<file path="src/cmp_ctrl_pkg.sv">
// package for the dual comparator control block: register offsets, fields, resets
// assumes nothing beyond a SystemVerilog compiler
`default_nettype none
package cmp_ctrl_pkg;
  localparam int ADDR_W = 3;
  localparam logic [2:0] OFF_ONE = 3'h0;
  localparam logic [2:0] OFF_TWO = 3'h1;
  localparam logic [2:0] OFF_ROUTE = 3'h2;
  localparam logic [2:0] OFF_INTRIG = 3'h3;
  localparam logic [2:0] OFF_OUTTRIG = 3'h4;
  localparam logic [7:0] RST_ONE = 8'h00;
  localparam logic [7:0] RST_TWO = 8'h00;
  localparam logic [7:0] RST_ROUTE = 8'hc0;
  localparam logic [7:0] RST_INTRIG = 8'h00;
  localparam logic [7:0] RST_OUTTRIG = 8'h00;
  localparam int B_IE = 5;
  localparam int B_EF = 4;
  localparam int B_OUT = 3;
  localparam int B_MID = 2;
  localparam int B_EDGE = 0;
  localparam logic [7:0] RD_UNMAPPED = 8'h00;

  typedef enum logic [1:0] {
    EDGE_OFF = 2'b00,
    EDGE_FALL = 2'b01,
    EDGE_RISE = 2'b10,
    EDGE_BOTH = 2'b11
  } edge_mode_t;

  typedef enum logic [1:0] {
    ROUTE_T2_CAP2 = 2'b00,
    ROUTE_T3_CAP2 = 2'b01,
    ROUTE_T1_BRK = 2'b10,
    ROUTE_T1_CLR = 2'b11
  } route_t;

  // control/status register layout, shared by both comparators
  typedef struct packed {
    logic [1:0] rsvd;
    logic irq_enable;
    logic event_flag;
    logic output_copy;
    logic mid_bit;
    edge_mode_t edge_config;
  } cmp_csr_t;

  typedef struct packed {
    route_t output_route_select;
    logic [2:0] reference_input_select;
    logic reference_connect;
    logic window_enable;
    logic reference_output_enable;
  } route_ref_t;

  typedef struct packed {
    logic [1:0] rsvd;
    logic [2:0] hi_off;
    logic [2:0] lo_off;
  } trig_t;

  typedef struct packed {
    logic [2:0] addr;
    logic [7:0] wdata;
    logic wr;
    logic rd;
  } bus_req_t;
endpackage
`default_nettype wire

</file>
<file path="src/cmp_ctrl.sv">
// dual comparator control and status: five byte registers, edge events, routing
// assumes single clock, comparator outputs asynchronous, pin levels raw from pads
//
// What this block does
// - first comparator interrupt raised on event only when its enable bit is one.
// - first event flag set on configured edge; stays until software writes zero.
// - each interrupt request is high while its flag and enable are both set.
// - each output status bit mirrors its comparator output, read only.
// - first edge field: 00 off, 01 falling, 10 rising, 11 both.
// - second edge field uses same encoding as the first.
// - second event flag set on configured edge; cleared only by writing zero.
// - second comparator interrupt raised on event only when its enable bit is one.
// - schmitt enable bit affects analogue pins only while their switch is closed.
// - speed bit zero selects slow, one selects fast for second comparator.
// - route field sends second output to t2 cap2, t3 cap2, t1 break, t1 clear.
// - routed capture or break timer input is cut off from its pin.
// - three-bit field selects second comparator inverting input source.
// - reference-connect bit attaches internal reference to first inverting input.
// - window-enable bit pairs both comparators in window mode.
// - reference-output enable drives internal reference onto group 3 pins.
// - group 8 pin triggers: bit one disables, zero enables.
// - group 2 pin triggers: bit one disables, zero enables.
// - group 5 dac pin triggers: bit one disables, zero enables.
// - group 3 reference pin triggers: bit one disables, zero enables.
// - disabled trigger forces that pin's input data bit to zero.
//
// Our own choice: the address-and-strobe port.
`timescale 1ns/100ps
`default_nettype none
module cmp_ctrl
  import cmp_ctrl_pkg::*;
(
  input wire logic REF_CLK,
  input wire logic RST_N,
  input wire logic [2:0] ADDR,
  input wire logic [7:0] WDATA,
  input wire logic WR,
  input wire logic RD,
  output logic [7:0] RDATA,
  input wire logic CMP1_RAW,
  input wire logic CMP2_RAW,
  input wire logic SW_CLOSED,
  input wire logic [2:0] PIN_G8,
  input wire logic [2:0] PIN_G2,
  input wire logic [2:0] PIN_G5,
  input wire logic [2:0] PIN_G3,
  input wire logic TIM_PIN_CAP2_T2,
  input wire logic TIM_PIN_CAP2_T3,
  input wire logic TIM_PIN_BRK_T1,
  output logic IRQ1,
  output logic IRQ2,
  output logic CMP1_ON,
  output logic CMP2_ON,
  output logic SCHMITT_ACTIVE,
  output logic FAST_MODE,
  output logic REF_TO_CMP1,
  output logic WINDOW_MODE,
  output logic REF_OUT_EN,
  output logic [2:0] INSEL_OUT,
  output logic [2:0] IDR_G8,
  output logic [2:0] IDR_G2,
  output logic [2:0] IDR_G5,
  output logic [2:0] IDR_G3,
  output logic T2_CAP2,
  output logic T3_CAP2,
  output logic T1_BRK,
  output logic T1_CLR
);

  ////////////////////////////////////////////////////////////////////////////
  bus_req_t req;
  cmp_csr_t one_q, two_q;
  route_ref_t route_q;
  trig_t intrig_q, outtrig_q;
  logic [1:0] s1_q, s2_q;
  logic c1_q, c2_q;
  logic ev1, ev2;

  assign req = '{addr: ADDR, wdata: WDATA, wr: WR, rd: RD};

  ////////////////////////////////////////////////////////////////////////////
  // two-stage synchronisers, then one more stage for edge history
  always_ff @(posedge REF_CLK) begin
    if (!RST_N) begin
      s1_q <= 2'b00;
      s2_q <= 2'b00;
      c1_q <= 1'b0;
      c2_q <= 1'b0;
    end else begin
      s1_q <= {s1_q[0], CMP1_RAW};
      s2_q <= {s2_q[0], CMP2_RAW};
      c1_q <= s1_q[1];
      c2_q <= s2_q[1];
    end
  end

  function automatic logic edge_hit(input edge_mode_t m, input logic now, input logic was);
    logic r;
    r = 1'b0;
    case (m)
      EDGE_FALL: r = was & ~now;
      EDGE_RISE: r = ~was & now;
      EDGE_BOTH: r = was ^ now;
      default: r = 1'b0;
    endcase
    return r;
  endfunction

  assign ev1 = edge_hit(one_q.edge_config, s1_q[1], c1_q);
  assign ev2 = edge_hit(two_q.edge_config, s2_q[1], c2_q);

  ////////////////////////////////////////////////////////////////////////////
  // register writes; event set wins over software clear
  always_ff @(posedge REF_CLK) begin
    if (!RST_N) begin
      one_q <= cmp_csr_t'(RST_ONE);
      two_q <= cmp_csr_t'(RST_TWO);
      route_q <= route_ref_t'(RST_ROUTE);
      intrig_q <= trig_t'(RST_INTRIG);
      outtrig_q <= trig_t'(RST_OUTTRIG);
    end else begin
      one_q.output_copy <= s1_q[1];
      two_q.output_copy <= s2_q[1];
      if (req.wr && req.addr == OFF_ONE) begin
        one_q.irq_enable <= req.wdata[B_IE];
        one_q.mid_bit <= req.wdata[B_MID];
        one_q.edge_config <= edge_mode_t'(req.wdata[B_EDGE +: 2]);
      end
      if (ev1)
        one_q.event_flag <= 1'b1;
      else if (req.wr && req.addr == OFF_ONE && !req.wdata[B_EF])
        one_q.event_flag <= 1'b0;
      if (req.wr && req.addr == OFF_TWO) begin
        two_q.irq_enable <= req.wdata[B_IE];
        two_q.mid_bit <= req.wdata[B_MID];
        two_q.edge_config <= edge_mode_t'(req.wdata[B_EDGE +: 2]);
      end
      if (ev2)
        two_q.event_flag <= 1'b1;
      else if (req.wr && req.addr == OFF_TWO && !req.wdata[B_EF])
        two_q.event_flag <= 1'b0;
      if (req.wr && req.addr == OFF_ROUTE)
        route_q <= route_ref_t'(req.wdata);
      if (req.wr && req.addr == OFF_INTRIG)
        intrig_q <= trig_t'({2'b00, req.wdata[5:0]});
      if (req.wr && req.addr == OFF_OUTTRIG)
        outtrig_q <= trig_t'({2'b00, req.wdata[5:0]});
    end
  end

  ////////////////////////////////////////////////////////////////////////////
  // read port, data one cycle after the strobe
  always_ff @(posedge REF_CLK) begin
    if (!RST_N) begin
      RDATA <= RD_UNMAPPED;
    end else if (req.rd) begin
      if (req.addr == OFF_ONE)
        RDATA <= one_q;
      else if (req.addr == OFF_TWO)
        RDATA <= two_q;
      else if (req.addr == OFF_ROUTE)
        RDATA <= route_q;
      else if (req.addr == OFF_INTRIG)
        RDATA <= intrig_q;
      else if (req.addr == OFF_OUTTRIG)
        RDATA <= outtrig_q;
      else
        RDATA <= RD_UNMAPPED;
    end else begin
      RDATA <= RD_UNMAPPED;
    end
  end

  ////////////////////////////////////////////////////////////////////////////
  // registered control outputs to the analogue side and pads
  always_ff @(posedge REF_CLK) begin
    if (!RST_N) begin
      IRQ1 <= 1'b0;
      IRQ2 <= 1'b0;
      CMP1_ON <= 1'b0;
      CMP2_ON <= 1'b0;
      SCHMITT_ACTIVE <= 1'b0;
      FAST_MODE <= 1'b0;
      REF_TO_CMP1 <= 1'b0;
      WINDOW_MODE <= 1'b0;
      REF_OUT_EN <= 1'b0;
      INSEL_OUT <= 3'h0;
    end else begin
      IRQ1 <= one_q.event_flag & one_q.irq_enable;
      IRQ2 <= two_q.event_flag & two_q.irq_enable;
      CMP1_ON <= one_q.edge_config != EDGE_OFF;
      CMP2_ON <= two_q.edge_config != EDGE_OFF;
      SCHMITT_ACTIVE <= one_q.mid_bit & SW_CLOSED;
      FAST_MODE <= two_q.mid_bit;
      REF_TO_CMP1 <= route_q.reference_connect;
      WINDOW_MODE <= route_q.window_enable;
      REF_OUT_EN <= route_q.reference_output_enable;
      INSEL_OUT <= route_q.reference_input_select;
    end
  end

  // pin input data: a disabled trigger reads as zero
  always_ff @(posedge REF_CLK) begin
    if (!RST_N) begin
      IDR_G8 <= 3'h0;
      IDR_G2 <= 3'h0;
      IDR_G5 <= 3'h0;
      IDR_G3 <= 3'h0;
    end else begin
      IDR_G8 <= PIN_G8 & ~intrig_q.hi_off;
      IDR_G2 <= PIN_G2 & ~intrig_q.lo_off;
      IDR_G5 <= PIN_G5 & ~outtrig_q.hi_off;
      IDR_G3 <= PIN_G3 & ~outtrig_q.lo_off;
    end
  end

  // timer inputs: routed one takes the comparator, unrouted capture and break inputs keep their pin, unrouted clear is zero
  always_ff @(posedge REF_CLK) begin
    if (!RST_N) begin
      T2_CAP2 <= 1'b0;
      T3_CAP2 <= 1'b0;
      T1_BRK <= 1'b0;
      T1_CLR <= 1'b0;
    end else begin
      T2_CAP2 <= (route_q.output_route_select == ROUTE_T2_CAP2) ? s2_q[1] :
        TIM_PIN_CAP2_T2;
      T3_CAP2 <= (route_q.output_route_select == ROUTE_T3_CAP2) ? s2_q[1] :
        TIM_PIN_CAP2_T3;
      T1_BRK <= (route_q.output_route_select == ROUTE_T1_BRK) ? s2_q[1] :
        TIM_PIN_BRK_T1;
      T1_CLR <= (route_q.output_route_select == ROUTE_T1_CLR) & s2_q[1];
    end
  end
endmodule
`default_nettype wire

</file>
<file path="config.mk">
export PLATFORM = sky130hd
export DESIGN_NAME = cmp_ctrl
export DESIGN_NICKNAME = d
export VERILOG_FILES = /design/src/cmp_ctrl_pkg.sv /design/src/cmp_ctrl.sv
export SDC_FILE = /design/constraint.sdc
export NUM_CORES = 1
export LEC_CHECK = 0
export BUFFER_PORTS_ARGS = -buffer_cell sky130_fd_sc_hd__buf_2
export CORE_AREA = 4 4 89 66
export CTS_CLUSTER_DIAMETER = 40
export DETAILED_ROUTE_END_ITERATION = 10
export DIE_AREA = 0 0 93 70
export GPL_TIMING_DRIVEN = 0
export PLACE_DENSITY_LB_ADDON = 0.25
export SYNTH_ARGS = -nofsm -noshare
export SYNTH_HDL_FRONTEND = slang
export SYNTH_SLANG_ARGS = --single-unit
</file>
<file path="constraint.sdc">
create_clock -name REF_CLK -period 2.1 [get_ports REF_CLK]
set_clock_uncertainty 0.05 [all_clocks]
set_input_delay 0.21 -clock REF_CLK [delete_from_list [all_inputs] [get_ports REF_CLK]]
set_output_delay 0.21 -clock REF_CLK [all_outputs]
set_load 0.05 [all_outputs]
</file>
## After elaboration in Yosys (flattened, before gate mapping)

Index checks and enable logic that the tools add are counted.

| word-level totals | value |
|---|---|
| bits in registers | 72 |
| input port bits | 33 |
| output and inout port bits | 36 |
| word-level logic and storage cells | 107 |

| operators by class | value |
|---|---|
| equal/unequal tests | 13 |
| multiplexer cells | 14 |
| bitwise gates (word level) | 23 |
| reduce and logical (&&, ||, !) cells | 16 |

Operators with widths:

| operator | number |
|---|---|
| 6-bit 2-to-1 mux | 4 |
| 3-bit bitwise AND | 4 |
| 2-bit == test (second input constant) | 6 |
| 3-bit inverter | 4 |
| 1-bit bitwise AND | 8 |
| 8-bit 2-to-1 mux | 1 |
| 2-bit nonzero test | 4 |
| 1-bit logical AND | 7 |
| 1-bit 2-to-1 mux | 7 |
| 2-bit by 1-bit == test with 1-bit output (second input constant) | 3 |
| 3-bit by 2-bit == test with 1-bit output (second input constant) | 2 |
| 1-bit case mux with 3 select lines | 2 |
| 1-bit inverter | 5 |
| 3-bit by 1-bit == test with 1-bit output (second input constant) | 1 |
| 3-bit == test (second input constant) | 1 |
| 3-bit logical NOT | 1 |
| 3-bit OR reduction | 1 |
| 2-bit logical NOT | 1 |
| 2-bit AND reduction | 1 |
| 1-bit bitwise XOR | 2 |
| 1-bit logical NOT | 1 |

## Depth between registers and ports, before layout

| depth | value |
|---|---|
| depth after elaboration | 6 |
| gate-level depth with buffers | 5 |
| depth with buffers taken out | 5 |

## Worst setup path before layout

No wires, ideal clock.

| path | value |
|---|---|
| kind | in2reg |
| start | input port ADDR[2] |
| end | register one_q[4] (netlist bit) |
| arrival time | 1,112 ps |
| slack | 816 ps |
| stages on the path | 4 |
| cells stage by stage | buf_6 -> nor4b_4 -> a21oi_2 -> a311o_1 |

| between the ends | value |
|---|---|
| word-level cells in the longest chain between the ends | 4 |

Ends and longest elaborated chain:

| what | RTL line | source |
|---|---|---|
| start: declaration | cmp_ctrl.sv:35 | `input wire logic [2:0] ADDR,` |
| 3-bit logical NOT | cmp_ctrl.sv:131 | `else if (req.wr && req.addr == OFF_ONE && !req.wdata[B_EF])` |
| 1-bit logical AND (2 in series) | cmp_ctrl.sv:131 |  |
| 2-bit nonzero test (no source line) | n/a |  |
| end signal: assignment | cmp_ctrl.sv:116 | `one_q <= cmp_csr_t'(RST_ONE);` |
| end: declaration | cmp_ctrl.sv:72 | `cmp_csr_t one_q, two_q;` |

Every way passes these cells.
A chain may end at the register's enable or synchronous reset.

## Final worst setup path

| path | value |
|---|---|
| start | register s1_q[1] |
| end | register one_q[4] (netlist bit) |

| between the ends | value |
|---|---|
| word-level cells in the longest chain between the ends | 4 |

Ends and longest elaborated chain:

| what | RTL line | source |
|---|---|---|
| start: declaration | cmp_ctrl.sv:75 | `logic [1:0] s1_q, s2_q;` |
| start signal: assignment | cmp_ctrl.sv:90 | `s1_q <= {s1_q[0], CMP1_RAW};` |
| 1-bit inverter | cmp_ctrl.sv:101 | `EDGE_FALL: r = was & ~now;` |
| 1-bit bitwise AND | cmp_ctrl.sv:101 |  |
| 1-bit case mux with 3 select lines (*) | cmp_ctrl.sv:100 | `case (m)` |
| 1-bit 2-to-1 mux / 2-bit nonzero test (equally long branches) | n/a |  |

Every way passes the cells marked *; elsewhere a longest branch is shown, timed or not.

==> metrics.md <==
| Metric | Value |
|---|---|
| Global route total overflow | 0 |
| Place WS | 0.557 ns |
| Crit-path slowest cell | a311o_1 |
| Post-Synthesis Cell Area | 2710 um^2 |
| Post-synthesis cell type count | 33 |
| Worst Path Required | ~2.3 ns |
| Port Buf Inserts | 66 |
| Leak | 1.55 nW |
| RSZ-0062 raised after global routing | false |
| Fin. Hold Viols | 0 |
| Endpoints failing setup | 0 |
| DRT iter0 DRCs | 100 |
| Net switching power | 0.674 mW |
| Crit path largest cell delay | between 0.3 and 0.4 ns |
| Initial antenna violation count | 0 |
| Cts hold-fix bufs | 0 |
| Largest net degree at the start of global routing | 12 |
| Initial Util | 53.5% |
| Max H-tree Level | 3 |
| Root buf cell | clkbuf_8 |
| CP startpoint kind | flip-flop |
| Final setup margin | 0.838 ns |
| Synth Area per Inst | roughly 10 um^2 |
| Synth Instances | 270 |
| Post-Syn Nets | 307 |
| First-pass GRT wire length | 9.65 mm |
| Wirelength per Cell | 14.5 um |
| Peak supply drop | ~0.00073 V |
| Clock network power share | between 30% and 40% |
| Synthesis-to-finish area growth | 22.4% |
| Cts bufs inserted | 9 |
| Pwr Density | 825 nW/um^2 |
| Leading post-synthesis cells by cell area | dfxtp_1, mux2i_1, nor2_1, and2_1, mux2_2 |
| Final-layout fill cell count | 470 |
| Fraction of layout cells with a size suffix above 1 | 28.2% |
| Via/cell ratio | 5.10 |
| Clk Latency, worst-skew pair | around 0.34 ns |
| GRT Resource Usage Total | 19.7% |
| Hold Crit Class | input pin to flip-flop |
| Post-route DRC violation count | 0 |
| Crit path max fanout | 2 |
| Final Net Count | between 300 and 400 |
| Actual slew at the worst max-slew pin | 0.575 ns |
| Core Box Area | 5060 um^2 |
| Period utilization | 60.1% |
| Routed wire length | roughly 6 mm |
| Fmax | 0.792 GHz |
| GPL Wtd Cong | a little under 0.9 |
| Routed Antenna Nets | 0 |
| Register area share after synthesis | 53.2% |
| CTS sink cnt | 72 |
| Vias in the first global route | 2,038 |
| ANT cells | 0 |
| Chip height | 70 um |
| Setup tns final | 0 ns |
| Slew HR | 61.7% |
| Seq cells post-synth | 72 |
| Post-route insts no fill | 423 |
| Most common cell in the netlist | dfxtp_1 |
| Overall power | 2.74 mW |
| CTS clk-pin slew, worst paths | roughly 0.070 ns |
| Power Internal | 2.06 mW |
| CP Class | flip-flop to flip-flop |
| Slew Viols, Final | 0 |
| Outcome | finished clean |
| Cell row count | 22 |
| CTS tree | yes |
| DPL Wire Length | 4.43 mm |
| Die ar. | 6510 um^2 |
| Area leader, netlist | dfxtp_1 |
| Worst path arrival time | 1.44 ns |
| Buf+Inv Stages, Crit Path | 1 |
| Post-CTS Setup Bufs | 0 |
| Io pins | 69 |
| Synth warn | 0 |
| Top-area cell type share of the netlist area | 53.2% |
| Reg2reg setup slack | ~0.84 ns |
| Pre-antenna DRT Iters | 4 |
| Synth cell count leaders | dfxtp_1, nor2_1, mux2i_1 |
| Primary FF master, synth | dfxtp_1 |
| Crit end category | flip-flop |
| Switching Fraction | 24.6% |
| Resized cells post-CTS | 0 |
| Logic gate share of total power | 10.2% |
| Routed vias | about 2,200 |
| Crit-path cells | inv_1, ha_1, mux2i_1, a311o_1 |
| Sequential Power Share | 52.0% |
| Max-cap violations | 0 |
| EDFF count, synth | 0 |
| Worst path top cell family by delay | compound AO/OA/AOI/OAI gates |
| Clock buffer depth | 2 |
| Post-synth ARST share | 0% |
| Placed Cells | 408 |
| Tmin final | 1.26 ns |
| Die Wd | 93 um |
==> sequential cells by signal, indices dropped and copies added, names as in the netlist, 6 cells and up <==
signal / cells
route_q: 8
one_q: 6
intrig_q: 6
RDATA: 8
outtrig_q: 6
two_q: 6
==> final timing paths <==
check / start / endpoint / depth (start not counted)
setup / recovery: s1_q[1]$_SDFF_PN0_ / one_q[4]$_SDFFE_PN0P_ / 4
hold / removal: CMP2_RAW / s2_q[0]$_SDFF_PN0_ / 2
setup reg to reg: s1_q[1]$_SDFF_PN0_ / one_q[4]$_SDFFE_PN0P_ / 4
hold reg to reg: s2_q[0]$_SDFF_PN0_ / s2_q[1]$_SDFF_PN0_ / 1
==> worst reg2reg max path, stage by stage (launching register included) <==
cell	delay (ns)
dfxtp_1	0.34
inv_1	0.06
ha_1	0.27
mux2i_1	0.07
a311o_1	0.36
==> metal layers <==
layer / share of wire, % / vias to the layer above / routed length, um / global-route usage [%]
li1: - / 1055 / - / -
met1: 46 / 1025 / 2810 / 25.3
met2: 44 / 64 / 2710 / 29.2
met3: 7.0 / 13 / 427 / 8.40
met4: 2.7 / 0 / 166 / 7.80
met5: 0 / - / 0 / 0
==> power groups by stage <==
stage               registers, mW  clock network, mW  logic, mW
floorplan                    1.53                  0      0.109
global placement             1.45                  0      0.274
detailed placement           1.45                  0      0.278
CTS                          1.42               1.06      0.279
global route                 1.43               1.12      0.300
finish                       1.42               1.04      0.279
==> cell families (layout without fill, tap and decap cells) <==
group	after synthesis	count (layout)	share of synthesized area, %
adders and majority gates	4	4	1.85
and+or+nand+nor	122	122	23.3
muxes	37	37	13.9
AOI/OAI and AO/OA	13	13	3.79
DFF	72	72	53.2
buffers and inverters	22	103	3.92
==> cell type report <==
class	count	area, um^2	area share [%]
plain buffers	15	80.1	2.41
flip-flops and latches	72	1440	43.5
clock buffers	11	141	4.26
well taps	72	90.1	2.72
clock inverters	4	45.0	1.36
multi-input cells	176	1160	35.0
inverters	7	26.3	0.792
repair buffers	66	330	9.96
==> cells in the final DEF (no fill, tap or decap), drive strengths merged <==
cell and instances:
a21bo 1, a21oi 2, a221oi 6, a311o 1
a31oi 1, and2 13, and2b 2, and3 4
and4bb 2, buf 75, bufinv 1, clkbuf 17
clkinv 4, dfxtp 72, ha 4, inv 6
mux2 6, mux2i 31, nand2 17, nand2b 8
nand3b 1, nand4b 1, nor2 54, nor2b 2
nor3 7, nor3b 7, nor4b 1, nor4bb 1
o21ai 2, or3 2
==> per-stage QoR <==
step	area, um^2	hold WS (ns)	util, %
detailed placement	3130	0.370	61.8
global placement	3130	0.367	61.8
CTS	3320	0.00352	65.5
global route	3320	0.0172	65.5
finish	3320	0.0230	65.5
floorplan	2710	0.274	-
No activity file was read; power rests on OpenSTA's default activity.
